[config.mk]
export PLATFORM = sky130hd
export DESIGN_NAME = bide_core
export DESIGN_NICKNAME = d
export VERILOG_FILES = /design/src/bide_pkg.sv /design/src/bide_core.sv /design/src/bide_seq.sv
export SDC_FILE = /design/constraint.sdc
export NUM_CORES = 1
export LEC_CHECK = 0
export BUFFER_PORTS_ARGS = -buffer_cell sky130_fd_sc_hd__buf_2
export CAP_MARGIN = 20
export CORE_AREA = 2 2 187 189
export DETAILED_ROUTE_END_ITERATION = 6
export DIE_AREA = 0 0 189 191
export PLACE_DENSITY = 0.87
export SETUP_SLACK_MARGIN = 0.02
export SKIP_CTS_REPAIR_TIMING = 1
export SLEW_MARGIN = 20
export SYNTH_ARGS = -nofsm -noshare
export SYNTH_HDL_FRONTEND = slang
export SYNTH_HIERARCHICAL = 1
export SYNTH_SLANG_ARGS = --single-unit
[constraint.sdc]
create_clock -name core_clk_i -period 4.8 [get_ports core_clk_i]
set_input_delay 1.2 -clock core_clk_i [delete_from_list [all_inputs] [get_ports core_clk_i]]
set_output_delay 1.2 -clock core_clk_i [all_outputs]
set_load 0.005 [all_outputs]
[src/bide_pkg.sv]
/*
  Constants for the instruction decode and execute block: instruction
  field positions, opcode patterns, status and option bit layout, reset
  values, timing figures and the register window offsets.
  Assumes the core clock is the oscillator itself.
*/
`default_nettype none
package bide_pkg;
  // Oscillator and instruction cycle timing
  localparam int CLK_PERIOD_NS = 10;
  localparam int OSC_PER_CYCLE = 4;
  localparam int CYCLE_NS = CLK_PERIOD_NS * OSC_PER_CYCLE;
  localparam logic [1:0] PHASE_LAST = 2'h3;

  // Widths
  localparam int IW = 12;
  localparam int PCW = 11;
  localparam int DW = 8;
  localparam int FAW = 5;
  localparam int NFILE = 32;

  // Instruction fields
  localparam int F_OP6_LO = 6;
  localparam int F_DST = 5;
  localparam int F_ADDR_HI = 4;
  localparam int F_BIT_HI = 7;
  localparam int F_BIT_LO = 5;
  localparam int F_OP4_LO = 8;
  localparam int F_LIT_HI = 7;
  localparam int F_OP3_LO = 9;
  localparam int F_JMP_HI = 8;
  localparam int F_OP7_LO = 5;

  // Opcode patterns
  localparam logic [3:0] OP4_CALL = 4'h9;
  localparam logic [3:0] OP4_RETLW = 4'h8;
  localparam logic [3:0] OP4_MOVLW = 4'hC;
  localparam logic [3:0] OP4_BCF = 4'h4;
  localparam logic [3:0] OP4_BSF = 4'h5;
  localparam logic [2:0] OP3_GOTO = 3'h5;
  localparam logic [5:0] OP6_SUB = 6'h02;
  localparam logic [6:0] OP7_REG_CLR = 7'h03;
  localparam logic [11:0] ENC_ACC_CLR = 12'h040;
  localparam logic [11:0] ENC_WDOG_CLR = 12'h004;
  localparam logic [11:0] ENC_SLEEP = 12'h003;
  localparam logic [11:0] ENC_NOP = 12'h000;

  // Status register layout
  localparam logic [4:0] STAT_FADDR = 5'h03;
  localparam int ST_C = 0;
  localparam int ST_DIGIT = 1;
  localparam int ST_Z = 2;
  localparam int ST_PWRDN = 3;
  localparam int ST_TO = 4;
  localparam int ST_PA_LO = 5;
  localparam int ST_PA_HI = 6;
  localparam int ST_WAKE = 7;
  localparam logic [7:0] STATUS_RST = 8'h18;

  // Option register layout
  localparam int OPT_PRESC_ASSIGN = 3;
  localparam int OPT_PS_HI = 2;
  localparam logic [7:0] OPTION_RST = 8'hFF;

  localparam logic [10:0] RESET_VEC = 11'h000;

  // Register window
  localparam int AW = 8;
  localparam logic [7:0] REG_CTRL = 8'h00;
  localparam logic [7:0] REG_STAT = 8'h04;
  localparam logic [7:0] REG_ACC = 8'h08;
  localparam logic [7:0] REG_OPT = 8'h0C;
  localparam logic [7:0] REG_PC = 8'h10;
  localparam logic [7:0] REG_WDT = 8'h14;
  localparam int CTRL_RUN = 0;
  localparam int CTRL_WAKE = 1;
  localparam logic [1:0] RESP_OKAY = 2'h0;
  localparam logic [1:0] RESP_SLVERR = 2'h2;
endpackage
`default_nettype wire

[src/bide_core.sv]
/*
  Decode and execute core for 12-bit instruction words, with a two-level
  return stack, watchdog counter and shared prescaler, and an AXI4-Lite
  window onto control and state.
  Assumes program memory answers instr_i for pc_o within one core cycle,
  and that ce_i low freezes the bus as well.
*/
`default_nettype none
// Summary of operation
// - One instruction cycle each; PC changes take two cycles.
// - An instruction cycle is four oscillator periods.
// - Byte ops: opcode 11:6, destination bit 5, address 4:0.
// - Bit ops: opcode upper bits, bit number 7:5, address 4:0.
// - Literal ops: opcode 11:8, 8-bit literal 7:0.
// - Jump: opcode 11:9, 9-bit target 8:0.
// - Call pushes PC+1, flags unchanged, two cycles.
// - Call target: literal low, page bits high, bit 8 zero.
// - Register clear writes zero and sets zero flag.
// - Accumulator clear writes zero and sets zero flag.
// - Watchdog clear zeroes counter, prescaler only when assigned.
// - Watchdog clear sets time-out and power-down flags.
// - Every instruction is one 12-bit word.
// - Two-level return stack; call shifts level one to two.
// - Option low nibble selects prescaler owner and ratio.
module bide_core (
  input wire logic core_clk_i,           // Oscillator, 100 MHz
  input wire logic arst_n_i,             // Async reset, active low
  input wire logic ce_i,                 // Clock enable
  input wire logic [11:0] instr_i,       // Word at pc_o
  output logic [10:0] pc_o,              // Fetch address
  output logic cycle_o,                  // Pulse after each cycle
  output logic sleeping_o,               // Core halted
  input wire logic [7:0] s_axi_awaddr_i, // Write address
  input wire logic s_axi_awvalid_i,      // Write address valid
  output logic s_axi_awready_o,          // Write address ready
  input wire logic [31:0] s_axi_wdata_i, // Write data
  input wire logic [3:0] s_axi_wstrb_i,  // Write strobes
  input wire logic s_axi_wvalid_i,       // Write data valid
  output logic s_axi_wready_o,           // Write data ready
  output logic [1:0] s_axi_bresp_o,      // Write response
  output logic s_axi_bvalid_o,           // Write response valid
  input wire logic s_axi_bready_i,       // Write response ready
  input wire logic [7:0] s_axi_araddr_i, // Read address
  input wire logic s_axi_arvalid_i,      // Read address valid
  output logic s_axi_arready_o,          // Read address ready
  output logic [31:0] s_axi_rdata_o,     // Read data
  output logic [1:0] s_axi_rresp_o,      // Read response
  output logic s_axi_rvalid_o,           // Read data valid
  input wire logic s_axi_rready_i        // Read data ready
);
  logic [1:0] phase;
  logic cyc_end;
  logic [11:0] ir;
  logic [10:0] pc;
  logic [10:0] stk1;
  logic [10:0] stk2;
  logic [7:0] w;
  logic [7:0] status;
  logic [7:0] option;
  logic [7:0] wdt;
  logic [7:0] presc;
  logic [7:0] file_q [bide_pkg::NFILE];
  logic asleep;
  logic run;
  logic [7:0] aw_addr;
  logic [31:0] w_data;
  logic w_strb0;
  logic aw_got;
  logic w_got;

  bide_seq u_seq (
    .core_clk_i(core_clk_i),
    .arst_n_i(arst_n_i),
    .ce_i(ce_i),
    .run_i(run && !asleep),
    .phase_o(phase),
    .cyc_end_o(cyc_end)
  );

  // Status is visible at its file address; other addresses hit flops
  function automatic logic [7:0] rd_file(input logic [4:0] a);
    if (a == bide_pkg::STAT_FADDR) begin
      return status;
    end
    return file_q[a];
  endfunction

  // Field extraction, one 12-bit word per instruction
  wire [5:0] op6 = ir[bide_pkg::IW-1:bide_pkg::F_OP6_LO];
  wire dst_f = ir[bide_pkg::F_DST];
  wire [4:0] faddr = ir[bide_pkg::F_ADDR_HI:0];
  wire [2:0] bitsel = ir[bide_pkg::F_BIT_HI:bide_pkg::F_BIT_LO];
  wire [3:0] op4 = ir[bide_pkg::IW-1:bide_pkg::F_OP4_LO];
  wire [7:0] lit8 = ir[bide_pkg::F_LIT_HI:0];
  wire [2:0] op3 = ir[bide_pkg::IW-1:bide_pkg::F_OP3_LO];
  wire [8:0] jmp9 = ir[bide_pkg::F_JMP_HI:0];
  wire [6:0] op7 = ir[bide_pkg::IW-1:bide_pkg::F_OP7_LO];

  wire is_call = (op4 == bide_pkg::OP4_CALL);
  wire is_retlw = (op4 == bide_pkg::OP4_RETLW);
  wire is_movlw = (op4 == bide_pkg::OP4_MOVLW);
  wire is_bcf = (op4 == bide_pkg::OP4_BCF);
  wire is_bsf = (op4 == bide_pkg::OP4_BSF);
  wire is_goto = (op3 == bide_pkg::OP3_GOTO);
  wire is_sub = (op6 == bide_pkg::OP6_SUB);
  wire is_reg_clr = (op7 == bide_pkg::OP7_REG_CLR);
  wire is_acc_clr = (ir == bide_pkg::ENC_ACC_CLR);
  wire is_wdog_clr = (ir == bide_pkg::ENC_WDOG_CLR);
  wire is_sleep = (ir == bide_pkg::ENC_SLEEP);
  wire pc_change = is_call || is_goto || is_retlw;

  wire [7:0] fval = rd_file(faddr);
  // Register minus accumulator as f + ~w + 1; carry out means no borrow
  wire [8:0] sub_sum = {1'b0, fval} + {1'b0, ~w} + 9'h001;
  wire [4:0] sub_lo = {1'b0, fval[3:0]} + {1'b0, ~w[3:0]} + 5'h01;
  wire [7:0] bmask = 8'h01 << bitsel;
  wire [1:0] page = status[bide_pkg::ST_PA_HI:bide_pkg::ST_PA_LO];
  wire [10:0] call_tgt = {page, 1'b0, lit8};
  wire [10:0] next_pc = is_call ? call_tgt :
                        is_goto ? {page, jmp9} :
                        is_retlw ? stk1 : pc + 11'h001;

  // Prescaler owner and ratio
  wire presc_on_wdt = option[bide_pkg::OPT_PRESC_ASSIGN];
  wire [2:0] ps = option[bide_pkg::OPT_PS_HI:0];
  wire [7:0] ps_mask = (8'h01 << ps) - 8'h01;
  wire wdt_tick = !presc_on_wdt || ((presc & ps_mask) == ps_mask);
  wire wdt_clr = is_wdog_clr || is_sleep;
  wire wdt_to = cyc_end && !wdt_clr && wdt_tick && (wdt == 8'hFF);

  // Bus write decode
  wire wr_fire = aw_got && w_got && !s_axi_bvalid_o;
  wire wr_ok = wr_fire && w_strb0;
  wire ctrl_wr = wr_ok && (aw_addr == bide_pkg::REG_CTRL);
  wire stat_wr = wr_ok && (aw_addr == bide_pkg::REG_STAT);
  wire opt_wr = wr_ok && (aw_addr == bide_pkg::REG_OPT);
  wire wake_evt = ctrl_wr && w_data[bide_pkg::CTRL_WAKE];
  wire wr_map = (aw_addr == bide_pkg::REG_CTRL) ||
                (aw_addr == bide_pkg::REG_STAT) ||
                (aw_addr == bide_pkg::REG_OPT);

  // Result steering
  logic file_we;
  logic [7:0] file_wd;
  logic w_we;
  logic [7:0] w_wd;
  logic [7:0] next_status;
  always_comb begin
    file_we = 1'b0;
    file_wd = 8'h00;
    w_we = 1'b0;
    w_wd = 8'h00;
    next_status = status;
    if (stat_wr) begin
      next_status[bide_pkg::ST_PA_HI:bide_pkg::ST_PA_LO] =
        w_data[bide_pkg::ST_PA_HI:bide_pkg::ST_PA_LO];
      next_status[bide_pkg::ST_WAKE] =
        status[bide_pkg::ST_WAKE] && w_data[bide_pkg::ST_WAKE];
    end
    if (cyc_end) begin
      if (is_reg_clr) begin
        file_we = 1'b1;
      end else if (is_sub) begin
        file_we = dst_f;
        file_wd = sub_sum[7:0];
        w_we = !dst_f;
        w_wd = sub_sum[7:0];
      end else if (is_bcf || is_bsf) begin
        file_we = 1'b1;
        file_wd = is_bsf ? (fval | bmask) : (fval & ~bmask);
      end else if (is_acc_clr) begin
        w_we = 1'b1;
      end else if (is_movlw || is_retlw) begin
        w_we = 1'b1;
        w_wd = lit8;
      end
      if (file_we && faddr == bide_pkg::STAT_FADDR) begin
        next_status[bide_pkg::ST_PA_HI:bide_pkg::ST_PA_LO] =
          file_wd[bide_pkg::ST_PA_HI:bide_pkg::ST_PA_LO];
      end
      if (is_reg_clr || is_acc_clr) begin
        next_status[bide_pkg::ST_Z] = 1'b1;
      end
      if (is_sub) begin
        next_status[bide_pkg::ST_C] = sub_sum[8];
        next_status[bide_pkg::ST_DIGIT] = sub_lo[4];
        next_status[bide_pkg::ST_Z] = (sub_sum[7:0] == 8'h00);
      end
      if (wdt_to) begin
        next_status[bide_pkg::ST_TO] = 1'b0;
      end
      if (is_wdog_clr) begin
        next_status[bide_pkg::ST_TO] = 1'b1;
        next_status[bide_pkg::ST_PWRDN] = 1'b1;
      end
      if (is_sleep) begin
        next_status[bide_pkg::ST_TO] = 1'b1;
        next_status[bide_pkg::ST_PWRDN] = 1'b0;
      end
    end
    // Wake event sets the flag even against a software clear
    if (wake_evt) begin
      next_status[bide_pkg::ST_WAKE] = 1'b1;
    end
  end

  // Fetch, pipeline and stack
  always_ff @(posedge core_clk_i or negedge arst_n_i) begin
    if (!arst_n_i) begin
      pc <= bide_pkg::RESET_VEC;
      ir <= bide_pkg::ENC_NOP;
      stk1 <= 11'h000;
      stk2 <= 11'h000;
    end else if (cyc_end) begin
      pc <= next_pc;
      // Discard the word already fetched after a taken jump
      ir <= pc_change ? bide_pkg::ENC_NOP : instr_i;
      if (is_call) begin
        stk2 <= stk1;
        stk1 <= pc;
      end else if (is_retlw) begin
        stk1 <= stk2;
      end
    end
  end

  always_ff @(posedge core_clk_i or negedge arst_n_i) begin
    if (!arst_n_i) begin
      for (int i = 0; i < bide_pkg::NFILE; i++) begin
        file_q[i] <= 8'h00;
      end
    end else if (file_we && faddr != bide_pkg::STAT_FADDR) begin
      file_q[faddr] <= file_wd;
    end
  end

  always_ff @(posedge core_clk_i or negedge arst_n_i) begin
    if (!arst_n_i) begin
      w <= 8'h00;
      status <= bide_pkg::STATUS_RST;
      option <= bide_pkg::OPTION_RST;
      cycle_o <= 1'b0;
    end else if (ce_i) begin
      if (w_we) begin
        w <= w_wd;
      end
      status <= next_status;
      if (opt_wr) begin
        option <= w_data[7:0];
      end
      cycle_o <= cyc_end;
    end
  end

  // Watchdog and shared prescaler
  always_ff @(posedge core_clk_i or negedge arst_n_i) begin
    if (!arst_n_i) begin
      wdt <= 8'h00;
      presc <= 8'h00;
    end else if (cyc_end) begin
      if (wdt_clr) begin
        wdt <= 8'h00;
        if (presc_on_wdt) begin
          presc <= 8'h00;
        end
      end else begin
        if (presc_on_wdt) begin
          presc <= presc + 8'h01;
        end
        if (wdt_tick) begin
          wdt <= wdt + 8'h01;
        end
      end
    end
  end

  // Sleep halts the sequencer until a wake write
  always_ff @(posedge core_clk_i or negedge arst_n_i) begin
    if (!arst_n_i) begin
      asleep <= 1'b0;
      run <= 1'b0;
    end else if (ce_i) begin
      if (wake_evt) begin
        asleep <= 1'b0;
      end else if (cyc_end && is_sleep) begin
        asleep <= 1'b1;
      end
      if (ctrl_wr) begin
        run <= w_data[bide_pkg::CTRL_RUN];
      end
    end
  end

  assign pc_o = pc;
  assign sleeping_o = asleep;

  // AXI4-Lite write channel
  always_ff @(posedge core_clk_i or negedge arst_n_i) begin
    if (!arst_n_i) begin
      aw_got <= 1'b0;
      w_got <= 1'b0;
      aw_addr <= 8'h00;
      w_data <= 32'h0000_0000;
      w_strb0 <= 1'b0;
      s_axi_awready_o <= 1'b0;
      s_axi_wready_o <= 1'b0;
      s_axi_bvalid_o <= 1'b0;
      s_axi_bresp_o <= bide_pkg::RESP_OKAY;
    end else if (ce_i) begin
      if (s_axi_awvalid_i && s_axi_awready_o) begin
        aw_got <= 1'b1;
        aw_addr <= s_axi_awaddr_i;
        s_axi_awready_o <= 1'b0;
      end else if (!aw_got && !s_axi_bvalid_o) begin
        s_axi_awready_o <= 1'b1;
      end
      if (s_axi_wvalid_i && s_axi_wready_o) begin
        w_got <= 1'b1;
        w_data <= s_axi_wdata_i;
        w_strb0 <= s_axi_wstrb_i[0];
        s_axi_wready_o <= 1'b0;
      end else if (!w_got && !s_axi_bvalid_o) begin
        s_axi_wready_o <= 1'b1;
      end
      if (wr_fire) begin
        aw_got <= 1'b0;
        w_got <= 1'b0;
        s_axi_bvalid_o <= 1'b1;
        s_axi_bresp_o <= wr_map ? bide_pkg::RESP_OKAY :
                                  bide_pkg::RESP_SLVERR;
      end else if (s_axi_bvalid_o && s_axi_bready_i) begin
        s_axi_bvalid_o <= 1'b0;
      end
    end
  end

  // AXI4-Lite read channel
  wire rd_map = (s_axi_araddr_i <= bide_pkg::REG_WDT) &&
                (s_axi_araddr_i[1:0] == 2'h0);
  wire [31:0] rd_word =
    (s_axi_araddr_i == bide_pkg::REG_CTRL) ? {31'h0, run} :
    (s_axi_araddr_i == bide_pkg::REG_STAT) ? {24'h0, status} :
    (s_axi_araddr_i == bide_pkg::REG_ACC) ? {24'h0, w} :
    (s_axi_araddr_i == bide_pkg::REG_OPT) ? {24'h0, option} :
    (s_axi_araddr_i == bide_pkg::REG_PC) ? {5'h0, stk1, 5'h0, pc} :
    (s_axi_araddr_i == bide_pkg::REG_WDT) ? {16'h0, presc, wdt} :
    32'h0000_0000;

  always_ff @(posedge core_clk_i or negedge arst_n_i) begin
    if (!arst_n_i) begin
      s_axi_arready_o <= 1'b0;
      s_axi_rvalid_o <= 1'b0;
      s_axi_rdata_o <= 32'h0000_0000;
      s_axi_rresp_o <= bide_pkg::RESP_OKAY;
    end else if (ce_i) begin
      if (s_axi_arvalid_i && s_axi_arready_o) begin
        s_axi_arready_o <= 1'b0;
        s_axi_rvalid_o <= 1'b1;
        s_axi_rdata_o <= rd_word;
        s_axi_rresp_o <= rd_map ? bide_pkg::RESP_OKAY :
                                  bide_pkg::RESP_SLVERR;
      end else if (s_axi_rvalid_o && s_axi_rready_i) begin
        s_axi_rvalid_o <= 1'b0;
      end else if (!s_axi_rvalid_o) begin
        s_axi_arready_o <= 1'b1;
      end
    end
  end

  cycle_len_a: assert property (@(posedge core_clk_i)
    disable iff (!arst_n_i)
    cyc_end |=> !cyc_end [*3])
    else $error("instruction cycle shorter than four periods");
  jump_flush_a: assert property (@(posedge core_clk_i)
    disable iff (!arst_n_i)
    (cyc_end && pc_change) |=> (ir == bide_pkg::ENC_NOP) && !cyc_end)
    else $error("fetched word not discarded after jump");
  call_push_a: assert property (@(posedge core_clk_i)
    disable iff (!arst_n_i)
    (cyc_end && is_call) |=> stk1 == $past(pc) && stk2 == $past(stk1))
    else $error("call did not push the return address");
  call_target_a: assert property (@(posedge core_clk_i)
    disable iff (!arst_n_i)
    (cyc_end && is_call) |=> pc == {$past(page), 1'b0, $past(lit8)}
      && status[3:0] == $past(status[3:0]))
    else $error("call target or flags wrong");
  clear_zero_a: assert property (@(posedge core_clk_i)
    disable iff (!arst_n_i)
    (cyc_end && (is_reg_clr || is_acc_clr)) |=> status[bide_pkg::ST_Z])
    else $error("clear did not set zero flag");
  acc_clear_a: assert property (@(posedge core_clk_i)
    disable iff (!arst_n_i)
    (cyc_end && is_acc_clr) |=> w == 8'h00)
    else $error("accumulator not cleared");
  wdt_clear_a: assert property (@(posedge core_clk_i)
    disable iff (!arst_n_i)
    (cyc_end && is_wdog_clr) |=> wdt == 8'h00
      && status[bide_pkg::ST_TO] && status[bide_pkg::ST_PWRDN])
    else $error("watchdog clear effects missing");
  sleep_entry_a: assert property (@(posedge core_clk_i)
    disable iff (!arst_n_i)
    (cyc_end && is_sleep && !wake_evt) |=> asleep && wdt == 8'h00
      && status[bide_pkg::ST_TO] && !status[bide_pkg::ST_PWRDN])
    else $error("sleep entry effects missing");
  sub_carry_a: assert property (@(posedge core_clk_i)
    disable iff (!arst_n_i)
    (cyc_end && is_sub) |=>
      status[bide_pkg::ST_C] == ($past(fval) >= $past(w)))
    else $error("subtract carry wrong");
endmodule
`default_nettype wire

[src/bide_seq.sv]
/*
  Phase sequencer: splits the oscillator into instruction cycles of four
  periods and marks the last period of each cycle.
  Assumes run_i is steady from the core clock domain.
*/
`default_nettype none
module bide_seq (
  input wire logic core_clk_i,  // Oscillator
  input wire logic arst_n_i,    // Async reset, active low
  input wire logic ce_i,        // Clock enable
  input wire logic run_i,       // Oscillator running
  output logic [1:0] phase_o,   // Current quarter of the cycle
  output logic cyc_end_o        // Last quarter, combinational
);
  always_ff @(posedge core_clk_i or negedge arst_n_i) begin
    if (!arst_n_i) begin
      phase_o <= 2'h0;
    end else if (ce_i && run_i) begin
      phase_o <= phase_o + 2'h1;
    end
  end

  assign cyc_end_o = ce_i && run_i && (phase_o == bide_pkg::PHASE_LAST);
endmodule
`default_nettype wire

# == Yosys cells after proc, flatten, opt, wreduce, memory -nomap -nowiden ==
# Cells that the tools add are included.
# totals
register_bits,406
out_inout_bits,54
# op_classes
n_addsub,9
n_lt_le_gt_ge,3
eq_ne,25
n_shift,2
n_mux,76
n_bitwise,7
reduce_logical,83
# ops
op,n
256-bit bitwise mux,1
8-bit two-way mux,21
27-bit two-way mux,5
11-bit two-way mux,5
8-bit binary-select mux with 5-bit select,1
8-bit demux with 5-bit select,1
2-bit AND reduction,19
1-bit two-way mux,32
1-bit logical AND,26
8-bit by 4-bit == test with 1-bit output (second input constant),3
8-bit logical NOT,3
2-bit nonzero test,12
8-bit by 1-bit adder with 8-bit output (second input constant),2
8-bit bitwise AND,2
8-bit by 3-bit == test with 1-bit output (second input constant),2
8-bit by 5-bit == test with 1-bit output (second input constant),2
16-bit two-way mux,1
8-bit NOT,2
1-bit by 3-bit << shifter with 8-bit output (first input constant),2
3-bit AND reduction,5
12-bit by 2-bit == test with 1-bit output (second input constant),1
12-bit by 3-bit == test with 1-bit output (second input constant),1
12-bit by 7-bit == test with 1-bit output (second input constant),1
4-bit == test (second input constant),3
32 further kinds,52

# == Depth between registers and ports, before layout ==
# Gate-level depths: netlist of run 1.
# logic_depth
depth_word,12
depth_mapped,20
mapped_depth_nobuf,14

# == Modules after synthesis ==
# Netlist of run 1, hierarchy kept.
# modules_own_cells
mod,n_inst,cells_each,area_per_inst_um2,seq_area_each_um2
bide_core,1,2048,20143.1,9846.9
bide_seq,1,7,100.1,50.0

# == Worst setup path after synthesis of run 1 ==
# No wires, ideal clock.
# synth_path
kind,reg-to-reg
start,reg ir[0]
end,reg file_q[101] (netlist name)
arrival_time_ps,3703
slack_ps,963
stages_incl_launch_ff,16
path_buffers,3
synth_period_minus_slack_ps,3837
cell_sequence,dfrtp_1 > buf_6 > buf_12 > mux4_1 > or2_0 > a32o_1 > nor4_1 > inv_1 > ha_1 > o21ai_0 > a32oi_1 > xor2_1 > and2_1 > o311ai_0 > clkbuf_1 > o21ai_0
# synth_via
elab_chain_cells,12
word_cells_on_any_way,24
cone_classes,add/sub (2); order compare (2); eq/ne (2); mux (13); bitwise (3); reduce/logical (2)
# synth_rtl
element,line,source
"start, declared",bide_core.sv:53,logic [11:0] ir;
"start signal, assigned",bide_core.sv:211,ir <= bide_pkg::ENC_NOP;
"start signal, assigned",bide_core.sv:217,ir <= pc_change ? bide_pkg::ENC_NOP : instr_i;
"parallel branches: the longest is 12 deep, another holds 8-bit by 8-bit adder with 9-bit output",n/a,
"end signal, assigned by index",bide_core.sv:233,file_q[faddr] <= file_wd;
"end, declared",bide_core.sv:62,logic [7:0] file_q [bide_pkg::NFILE];
# Parallel ways; which one is timed is not known. The select of a mux whose other input is x is not followed.
# A chain may end at the register's enable or synchronous reset.

# == Worst setup path in the final report of run 1 ==
# layout_path
start,reg ir[0]
end,reg file_q[157] (netlist name)
# The elaborated chain is that of the path after synthesis.

==> metrics.sh, run 1 <==
CTS-HTREE-LEVELS=2
ANTENNA_LEFT=0
FINCLKSKEW_NS=0.02685
DOMINANTREGCELLSYNTH='sky130_fd_sc_hd__dfrtp_1'
YOSYS_WARNINGS=6
NET-SWITCHING-POWER_mW=1.641
GRT_OVERFLOW_TOTAL=0
SETUP.WORST_PATH.CLASS='flop to flop'
SYNTH-XOR-AREA-SHARE_PCT=0.3894
PROPORTION_OF_SYNTHESIZED_AREA_IN_MUX_CELLS_PCT=10.48
CORE_REGION_AREA_MM2=0.03412
SYNTH-ADDER-AREA-SHARE_PCT=0.8406
LAYOUT_MIN_CYCLE_TIME_NS=4.504
POWER_PER_CELL_AREA_mW_PER_MM2=325.2
FINISHED_LAYOUT_CELL_AREA_MM2=0.02256
GLOBALPLACE.CONGESTION=0.9539
STARTPOINT_TYPE='flop'
ASYNC_FLOP_SHARE_PCT=100.0
PWR-SHARE-SEQ_PCT=48.5
WORST_SETUP_PATH_END_KIND='flop'
POST_CTS_CLOCK_SLEW_AT_THE_LAUNCH_AND_CAPTURE_REGISTERS_OF_THE_WORST_SETUP_AND_HOLD_PATHS_NS=0.06
WORST_SKEW_PAIR.LATE_LATENCY_NS=0.56
POWER_SWITCHING_SHARE_PCT=22.38
YOSYSSEQAREASHARE_PCT=48.89
SYNTH-SEQ-CELLS=395
DRT-PASS1-ITER-COUNT=7
CTS.PATH.MAX_BUFFERS=3
SYNTH_COMPOUND_AREA_SHARE_PCT=19.24
SYNTH_AREA_IN_SIMPLE_GATES_PCT=14.80
UNREPAIRED_SETUP_ENDPOINTS_AFTER_GLOBAL_ROUTING='no'
FILLERS=2508
AVERAGE_SIZE_OF_A_MAPPED_CELL_UM2=9.851
SYN_INST=2055
PLACED_AREA_MM2=0.02104
DP_HPWL_UM=37450
SETUP_VIOL=0
MAX_CAP_VIOLATIONS=0
FINAL_NET_COUNT=2185
ANTENNA_FOUND_INITIAL=1
DRT-TOTAL-WL_UM=56970
GRT_PASS1_WL_UM=91160
SYN2LAYOUT_AREA_GROWTH_PCT=11.43
VIAS_PER_CELL=6.537
TOP_LEVEL_PORTS=126
TRACK_USAGE_PCT=31.95
DIEHEIGHT_UM=191
DRT-WIRELENGTH-PER-CELL_UM=22.02
CLOCK_POWER_SHARE_PCT=46.7
CLOCK-ROOT-BUFFER='sky130_fd_sc_hd__clkbuf_16'
SLEW_VIOL_FINAL=0
DR_TOTAL_VIAS=16910
RUN_STATUS='finished, final reports clean'
NUMCLOCKSINKS=395
MAIN_COMBINATIONAL_CELL_FAMILY_BY_AREA_AFTER_SYNTHESIS='compound AO/OA/AOI/OAI gates'
FINAL-SEQ-AREA_MM2=0.009903
AREA_OF_THE_DIE_MM2=0.03610
TRITONCTS='done'
WORSTHOLDPATHTYPE='flop to flop'
FP.DIEW_UM=189
GRT_PASS1_VIAS=16780
SYNTHESIS.AREA_MM2=0.02024
LAYOUT-DRIVE-GT1-SHARE_PCT=18.53
INITIAL_CORE_UTIL_PCT=59.33
POST-ROUTE-PERIOD-UTIL_PCT=93.84
SYNTHDISTINCTLIBCELLS=93
SETUP_TOTAL_NEGATIVE_SLACK_NS=0
ANTENNA_DIODES=0
ROWS=68
COMB_POWER_SHARE_PCT=4.8
LEAKAGE_nW=10.42
CLOCK_BUFFERS_CREATED_BY_TRITONCTS=42
TOTAL_POWER_mW=7.335
MAX_CLOCK_FREQ_MHz=222.0
INTERNAL_POWER_mW=5.693
FINAL-HOLD-VIOLATION-COUNT=0
MULTI_INPUT_COMB_AREA_MM2=0.009363
MAX_SLEW.WORST_PIN.SLEW_NS=1.092
DETAILEDROUTE.FIRSTITERATIONVIOLATIONS=1761
WORSTPATHMAXFANOUT=30
LARGEST_NET_DEGREE_AT_THE_START_OF_GLOBAL_ROUTING=107
POWER.IR.VDD_WORST_mV=0.2500
PORT-BUFFER-COUNT=91
TIMING.CRITICAL_PATH.ARRIVAL_NS=4.90
FINISH.UTILIZATION_PCT=66.11
SLEW_HEADROOM_PCT=26.67
WORST-ENDPOINT-REQUIRED_NS=5.20
SYNTH_EDF_COUNT=0
DETAIL_ROUTE.DRC_VIOLATIONS=0
[path summary, 6_finish.rpt]
kind                                  start           to  slack (ns)  cells past startpoint
worst max register to register        ir[0]  file_q[157]        0.30                     14
max in group asynchronous          arst_n_i  file_q[149]        3.03                      2
min in group asynchronous          arst_n_i    w_data[1]        0.71                      1
worst max-delay path                  ir[0]  file_q[157]        0.30                     14
worst min register to register  file_q[226]  file_q[226]        0.38                      0
worst min-delay path            file_q[226]  file_q[226]        0.38                      0
[layout by cell type (no fill, tap or decap), types with 6 or more instances in the layout]
cell type and instances:
sky130_fd_sc_hd__dfrtp_1 382, sky130_fd_sc_hd__nand2_1 310, sky130_fd_sc_hd__o21ai_0 230, sky130_fd_sc_hd__nor2_1 133
sky130_fd_sc_hd__a21oi_1 103, sky130_fd_sc_hd__mux2i_1 96, sky130_fd_sc_hd__buf_2 90, sky130_fd_sc_hd__buf_4 65
sky130_fd_sc_hd__mux2_2 55, sky130_fd_sc_hd__clkbuf_16 45, sky130_fd_sc_hd__nand3_1 43, sky130_fd_sc_hd__o21ai_1 38
sky130_fd_sc_hd__inv_1 36, sky130_fd_sc_hd__a22oi_1 33, sky130_fd_sc_hd__o211ai_1 32, sky130_fd_sc_hd__o31ai_2 30
sky130_fd_sc_hd__nor3_1 27, sky130_fd_sc_hd__o22ai_1 21, sky130_fd_sc_hd__nand2b_1 20, sky130_fd_sc_hd__o31ai_1 17
sky130_fd_sc_hd__a31oi_1 17, sky130_fd_sc_hd__a22o_1 16, sky130_fd_sc_hd__clkbuf_8 14, sky130_fd_sc_hd__or3_1 13
sky130_fd_sc_hd__and2_1 13, sky130_fd_sc_hd__ha_1 12, sky130_fd_sc_hd__mux4_1 11, sky130_fd_sc_hd__nor4_1 11
sky130_fd_sc_hd__mux4_2 10, sky130_fd_sc_hd__dfstp_2 10, sky130_fd_sc_hd__a21o_1 9, sky130_fd_sc_hd__clkbuf_1 9
sky130_fd_sc_hd__nor2b_1 8, sky130_fd_sc_hd__or2_2 8, sky130_fd_sc_hd__nand4_1 8, sky130_fd_sc_hd__nand4_2 8
sky130_fd_sc_hd__or4_1 7, sky130_fd_sc_hd__conb_1 7, sky130_fd_sc_hd__buf_12 7, sky130_fd_sc_hd__xor2_1 6
[final cells by class]
type,instances,area share (%)
Clock inverter,8,0.5381
Inverter,38,0.6324
Clock buffer,68,5.996
Tap cell,455,2.524
Multi-Input combinational cell,1459,41.51
Timing Repair Buffer,164,4.898
Sequential cell,395,43.90
[cell usage after synthesis (11+ instances only)]
| cell | count | area share (%) |
|---|---|---|
| sky130_fd_sc_hd__a31oi_1 | 17 | 0.53 |
| sky130_fd_sc_hd__nand3_1 | 43 | 1.1 |
| sky130_fd_sc_hd__a22oi_1 | 33 | 1.2 |
| sky130_fd_sc_hd__a22o_1 | 16 | 0.69 |
| sky130_fd_sc_hd__buf_2 | 26 | 0.64 |
| sky130_fd_sc_hd__or3_1 | 13 | 0.40 |
| sky130_fd_sc_hd__o21ai_0 | 231 | 5.7 |
| sky130_fd_sc_hd__o31ai_1 | 18 | 0.67 |
| sky130_fd_sc_hd__nand2_1 | 310 | 5.7 |
| sky130_fd_sc_hd__mux4_1 | 11 | 1.4 |
| sky130_fd_sc_hd__nor2_1 | 133 | 2.5 |
| sky130_fd_sc_hd__clkbuf_1 | 95 | 1.8 |
| sky130_fd_sc_hd__a21oi_1 | 103 | 2.5 |
| sky130_fd_sc_hd__mux2_2 | 55 | 3.1 |
| sky130_fd_sc_hd__nor3_1 | 28 | 0.69 |
| sky130_fd_sc_hd__and2_1 | 13 | 0.40 |
| sky130_fd_sc_hd__o211ai_1 | 32 | 1.2 |
| sky130_fd_sc_hd__o31ai_2 | 30 | 1.9 |
| sky130_fd_sc_hd__nand2b_1 | 20 | 0.62 |
| sky130_fd_sc_hd__inv_1 | 36 | 0.67 |
| sky130_fd_sc_hd__nor4_1 | 12 | 0.37 |
| sky130_fd_sc_hd__mux2i_1 | 96 | 4.7 |
| sky130_fd_sc_hd__o21ai_1 | 39 | 0.96 |
| sky130_fd_sc_hd__buf_4 | 23 | 0.85 |
| sky130_fd_sc_hd__dfrtp_1 | 385 | 48 |
| sky130_fd_sc_hd__ha_1 | 12 | 0.74 |
| sky130_fd_sc_hd__o22ai_1 | 21 | 0.65 |
[per-stage QoR]
step	hold WS, ns	setup WS [ns]	std cells
after detailed placement	0.3680	0.2878	2509
after global placement	0.3648	0.3768	2509
final	0.3786	0.2957	2587
after CTS	0.3815	0.2716	2585
after floorplan	0.4288	0.9627	2061
after global routing	0.3862	0.1166	2587
[power by group through the flow]
stage / clock, mW / combinational [mW] / sequential (mW)
3_5_place_dp: 0 / 0.355 / 3.62
4_1_cts: 3.44 / 0.358 / 3.56
2_1_floorplan: 0 / 0.196 / 3.58
3_3_place_gp: 0 / 0.334 / 3.61
5_1_grt: 3.58 / 0.393 / 3.57
6_report: 3.42 / 0.352 / 3.56
[worst max-delay path, stage by stage (launching register included)]
cell	delay (ns)
sky130_fd_sc_hd__dfrtp_4	0.67
sky130_fd_sc_hd__mux4_1	0.65
sky130_fd_sc_hd__or2_0	0.25
sky130_fd_sc_hd__a32o_1	0.29
sky130_fd_sc_hd__nor4_1	0.39
sky130_fd_sc_hd__buf_4	0.20
sky130_fd_sc_hd__inv_1	0.04
sky130_fd_sc_hd__ha_1	0.32
sky130_fd_sc_hd__o21ai_0	0.25
sky130_fd_sc_hd__a32oi_1	0.12
sky130_fd_sc_hd__xor2_1	0.21
sky130_fd_sc_hd__and2_1	0.22
sky130_fd_sc_hd__o311ai_2	0.33
sky130_fd_sc_hd__buf_12	0.24
sky130_fd_sc_hd__o21ai_0	0.13
[sequential cells by signal, summed over array words and instances (netlist names), 2 cells and up]
| signal | count |
|---|---|
| file_q | 252 |
| s_axi_rdata_o | 27 |
| ir | 12 |
| pc_o | 11 |
| stk1 | 11 |
| stk2 | 11 |
| aw_addr | 8 |
| option | 8 |
| presc | 8 |
| status | 8 |
| w | 8 |
| w_data | 8 |
| wdt | 8 |
| u_seq/phase_o | 2 |
[routing by layer]
layer / track usage [%] / part of all wire, % / vias up
li1: - / - / 7454
met1: 40.93 / 39 / 8236
met2: 51.97 / 47 / 993
met3: 6.701 / 9.3 / 225
met4: 15.66 / 5.3 / 2
met5: 0 / 0.019 / -
[cell families after synthesis]
group / after synthesis
and+or+nand+nor: 645
adders and majority gates: 13
other: 1
buffers and inverters: 207
muxes: 174
AOI/OAI and AO/OA: 611
DFF: 395
xor gates and xnor gates: 9
Power figures use the tool's default switching activity.
==> run 2: changes to the inputs <==
Settings changed: CORE_AREA 2 2 187 189 to 2 2 142 248, DIE_AREA 0 0 189 191 to 0 0 144 250.
==> run 2 against run 1 <==
Against the previous run: core utilization down 0.28 points; fmax fell by 1.6%; combinational power is 1% lower; wire length grew 7.8%; critical path depth unchanged; total power down 6.9%; register-to-register slack worse by 0.07 ns; cell area fell by 0.42%; first-iteration DRC count fell by 12%; critical endpoint is now file_q[94]; largest cell class unchanged; largest power group unchanged; highest routed layer unchanged.
==> metrics.sh, run 2 (synthesis results as in run 1) <==
DIEHEIGHT_UM=250  # +31%
LARGEST_NET_DEGREE_AT_THE_START_OF_GLOBAL_ROUTING=113  # +5.6%
UNREPAIRED_SETUP_ENDPOINTS_AFTER_GLOBAL_ROUTING='no'
LARGEST_REGISTERS='file_q: 252 flops, s_axi_rdata_o: 27 flops, ir: 12 flops'
POWER_PER_CELL_AREA_mW_PER_MM2=304.1  # -6.5%
GLOBALPLACE.CONGESTION=0.9947  # +4.3%
SETUP_TOTAL_NEGATIVE_SLACK_NS=0  # unchanged
TIMING.RR.END='file_q[94]'
VIAS_PER_CELL=6.558  # +0.33%
ROWS=90  # +32%
CTS-HTREE-LEVELS=2  # unchanged
NUMCLOCKSINKS=395  # unchanged
HOLD_DEPTH=0  # unchanged
LAYOUT_MIN_CYCLE_TIME_NS=4.576  # +0.07175 ns
DR_TOTAL_VIAS=16990  # +0.48%
SLEW_HEADROOM_PCT=30.45  # +3.8 points
CLOCK-ROOT-BUFFER='sky130_fd_sc_hd__clkbuf_16'
CRITICAL_PATH.STARTPOINT='ir[0]'
DETAILEDROUTE.FIRSTITERATIONVIOLATIONS=1557  # -12%
WORST_SKEW_PAIR.LATE_LATENCY_NS=0.55  # about the same
AREA_OF_THE_DIE_MM2=0.03600  # -0.27%
WORSTPATHMAXFANOUT=22  # -27%
FIN_WS_NS=0.2239  # -0.07175 ns
FINAL_NET_COUNT=2188  # +0.14%
LEAKAGE_nW=10.39  # -0.26%
REG2REG_DEPTH=14  # unchanged
MAX_SLEW.WORST_PIN.SLEW_NS=1.039  # -0.05213 ns
MOSTFREQUENTLAYOUTCELL='sky130_fd_sc_hd__dfrtp_1'
CTS.PATH.MAX_BUFFERS=3  # unchanged
ANTENNA_LEFT=0  # unchanged
SETUP.WORST_PATH.CLASS='flop to flop'
RUN_STATUS='finished, final reports clean'
TIMING.CRITICAL_PATH.ARRIVAL_NS=5.00  # +0.10 ns
CRIT_END='file_q[94]'
ANTENNA_FOUND_INITIAL=3  # +2
CORE_REGION_AREA_MM2=0.03412  # about the same
FINCLKSKEW_NS=0.02592  # -0.0009269 ns
FINAL.HOLD.WORST_SLACK_NS=0.3869  # +0.008232 ns
MAX_CLOCK_FREQ_MHz=218.5  # -1.6%
DRT-WIRELENGTH-PER-CELL_UM=23.69  # +7.6%
GRT_OVERFLOW_TOTAL=0  # unchanged
SLEW_VIOL_FINAL=0  # unchanged
DRT-TOTAL-WL_UM=61390  # +7.8%
STARTPOINT_TYPE='flop'
POST-ROUTE-PERIOD-UTIL_PCT=95.33  # +1.5 points
GRT_PASS1_VIAS=17650  # +5.2%
POST-PLACE-WS_NS=0.3021  # +0.01427 ns
SYN2LAYOUT_AREA_GROWTH_PCT=10.96
FINAL-HOLD-VIOLATION-COUNT=0  # unchanged
DRT-PASS1-ITER-COUNT=6  # -1
POST_CTS_CLOCK_SLEW_AT_THE_LAUNCH_AND_CAPTURE_REGISTERS_OF_THE_WORST_SETUP_AND_HOLD_PATHS_NS=0.08  # +0.02 ns
LARGEST_REG_FLOPS=252  # unchanged
INITIAL_CORE_UTIL_PCT=59.33  # about the same
SETUP_VIOL=0  # unchanged
TRACK_USAGE_PCT=34.58  # +2.6 points
WORSTHOLDPATHTYPE='flop to flop'
FP.DIEW_UM=144  # -24%
POWER.IR.VDD_WORST_mV=0.1940  # -22%
DETAIL_ROUTE.DRC_VIOLATIONS=0  # unchanged
REGISTERS.TOP_BY_FF_COUNT='file_q'
DP_HPWL_UM=41670  # +11%
MAX_CAP_VIOLATIONS=0  # unchanged
WORST_SETUP_PATH_END_KIND='flop'
TRITONCTS='done'
LAYOUT-DRIVE-GT1-SHARE_PCT=18.60  # +0.073 points
FINISH.UTILIZATION_PCT=65.83  # -0.28 points
WORST-ENDPOINT-REQUIRED_NS=5.22  # +0.02 ns
GRT_PASS1_WL_UM=95560  # +4.8%
MOST-COMMON-LAYOUT-CELLS='382 x sky130_fd_sc_hd__dfrtp_1, 310 x sky130_fd_sc_hd__nand2_1, 230 x sky130_fd_sc_hd__o21ai_0'
TIMING.REG2REG.SETUP_SLACK_NS=0.22  # -0.07 ns
REGTOREGSTARTPOINT='ir[0]'
FILLERS=2520  # +0.48%
PORT-BUFFER-COUNT=91  # unchanged
TOP_LEVEL_PORTS=126  # unchanged
CLOCK_BUFFERS_CREATED_BY_TRITONCTS=35  # -17%
-- run 2: cell count changes in the layout (fill, tap and decap cells not counted), sizes merged --
cell      delta
clkbuf      -16
buf         +10
clkinv       +3
bufinv       -2
diode        +2
clkinvlp     +1
inv          +1
-- run 2: where the power goes --
| group | total [mW] | internal (mW) | switching (mW) |
|---|---|---|---|
| Sequential | 3.56 | 3.45 | 0.105 |
| Combinational | 0.348 | 0.154 | 0.193 |
| Clock | 2.93 | 1.63 | 1.30 |
-- run 2: how the worst min path moves through the flow --
stage	start	end	slack, ns
after floorplan	file_q[224]	file_q[224]	0.43
after global placement	file_q[226]	file_q[226]	0.37
after detailed placement	file_q[224]	file_q[224]	0.37
after CTS	file_q[226]	file_q[226]	0.38
after global routing	file_q[230]	file_q[230]	0.40
final	file_q[229]	file_q[229]	0.39
-- run 2: critical path, cell delays in order, from the launching register on --
cell	delay, ns
sky130_fd_sc_hd__dfrtp_4	0.73
sky130_fd_sc_hd__buf_4	0.32
sky130_fd_sc_hd__buf_4	0.21
sky130_fd_sc_hd__mux2i_1	0.10
sky130_fd_sc_hd__a22oi_1	0.23
sky130_fd_sc_hd__a21oi_1	0.22
sky130_fd_sc_hd__nor4_1	0.82
sky130_fd_sc_hd__mux2_2	0.30
sky130_fd_sc_hd__ha_1	0.25
sky130_fd_sc_hd__or3_1	0.42
sky130_fd_sc_hd__o2111ai_2	0.18
sky130_fd_sc_hd__buf_12	0.23
sky130_fd_sc_hd__nor2_1	0.08
sky130_fd_sc_hd__a21oi_1	0.22
sky130_fd_sc_hd__o31ai_2	0.11
-- run 2: final cells by class --
cell class,instances,area (um^2),area share [%]
timing repair buffer,174,1284,5.715
clock buffer,52,1081,4.813
tap,460,575.6,2.562
inverter,38,142.6,0.6350
clock inverter,11,103.9,0.4623
multi-input combinational,1459,9368,41.70
antenna,2,5.005,0.02228
sequential,395,9903,44.09
-- run 2: metal layers --
metal	routed length (um)	part of all wire [%]	global-route usage, %
met1	19890	32	36.33
met2	30130	49	56.46
met3	4397	7.2	7.099
met4	6963	11	32.66
met5	14	0.023	0
-- run 2: stage by stage --
stage / std cells / total power [mW] / area (um^2)
3_3_place_gp: 2525 / 3.937 / 21240
2_1_floorplan: 2061 / 3.775 / 20270
3_5_place_dp: 2525 / 3.964 / 21250
6_report: 2591 / 6.831 / 22460
5_1_grt: 2591 / 7.023 / 22460
4_1_cts: 2588 / 6.849 / 22430
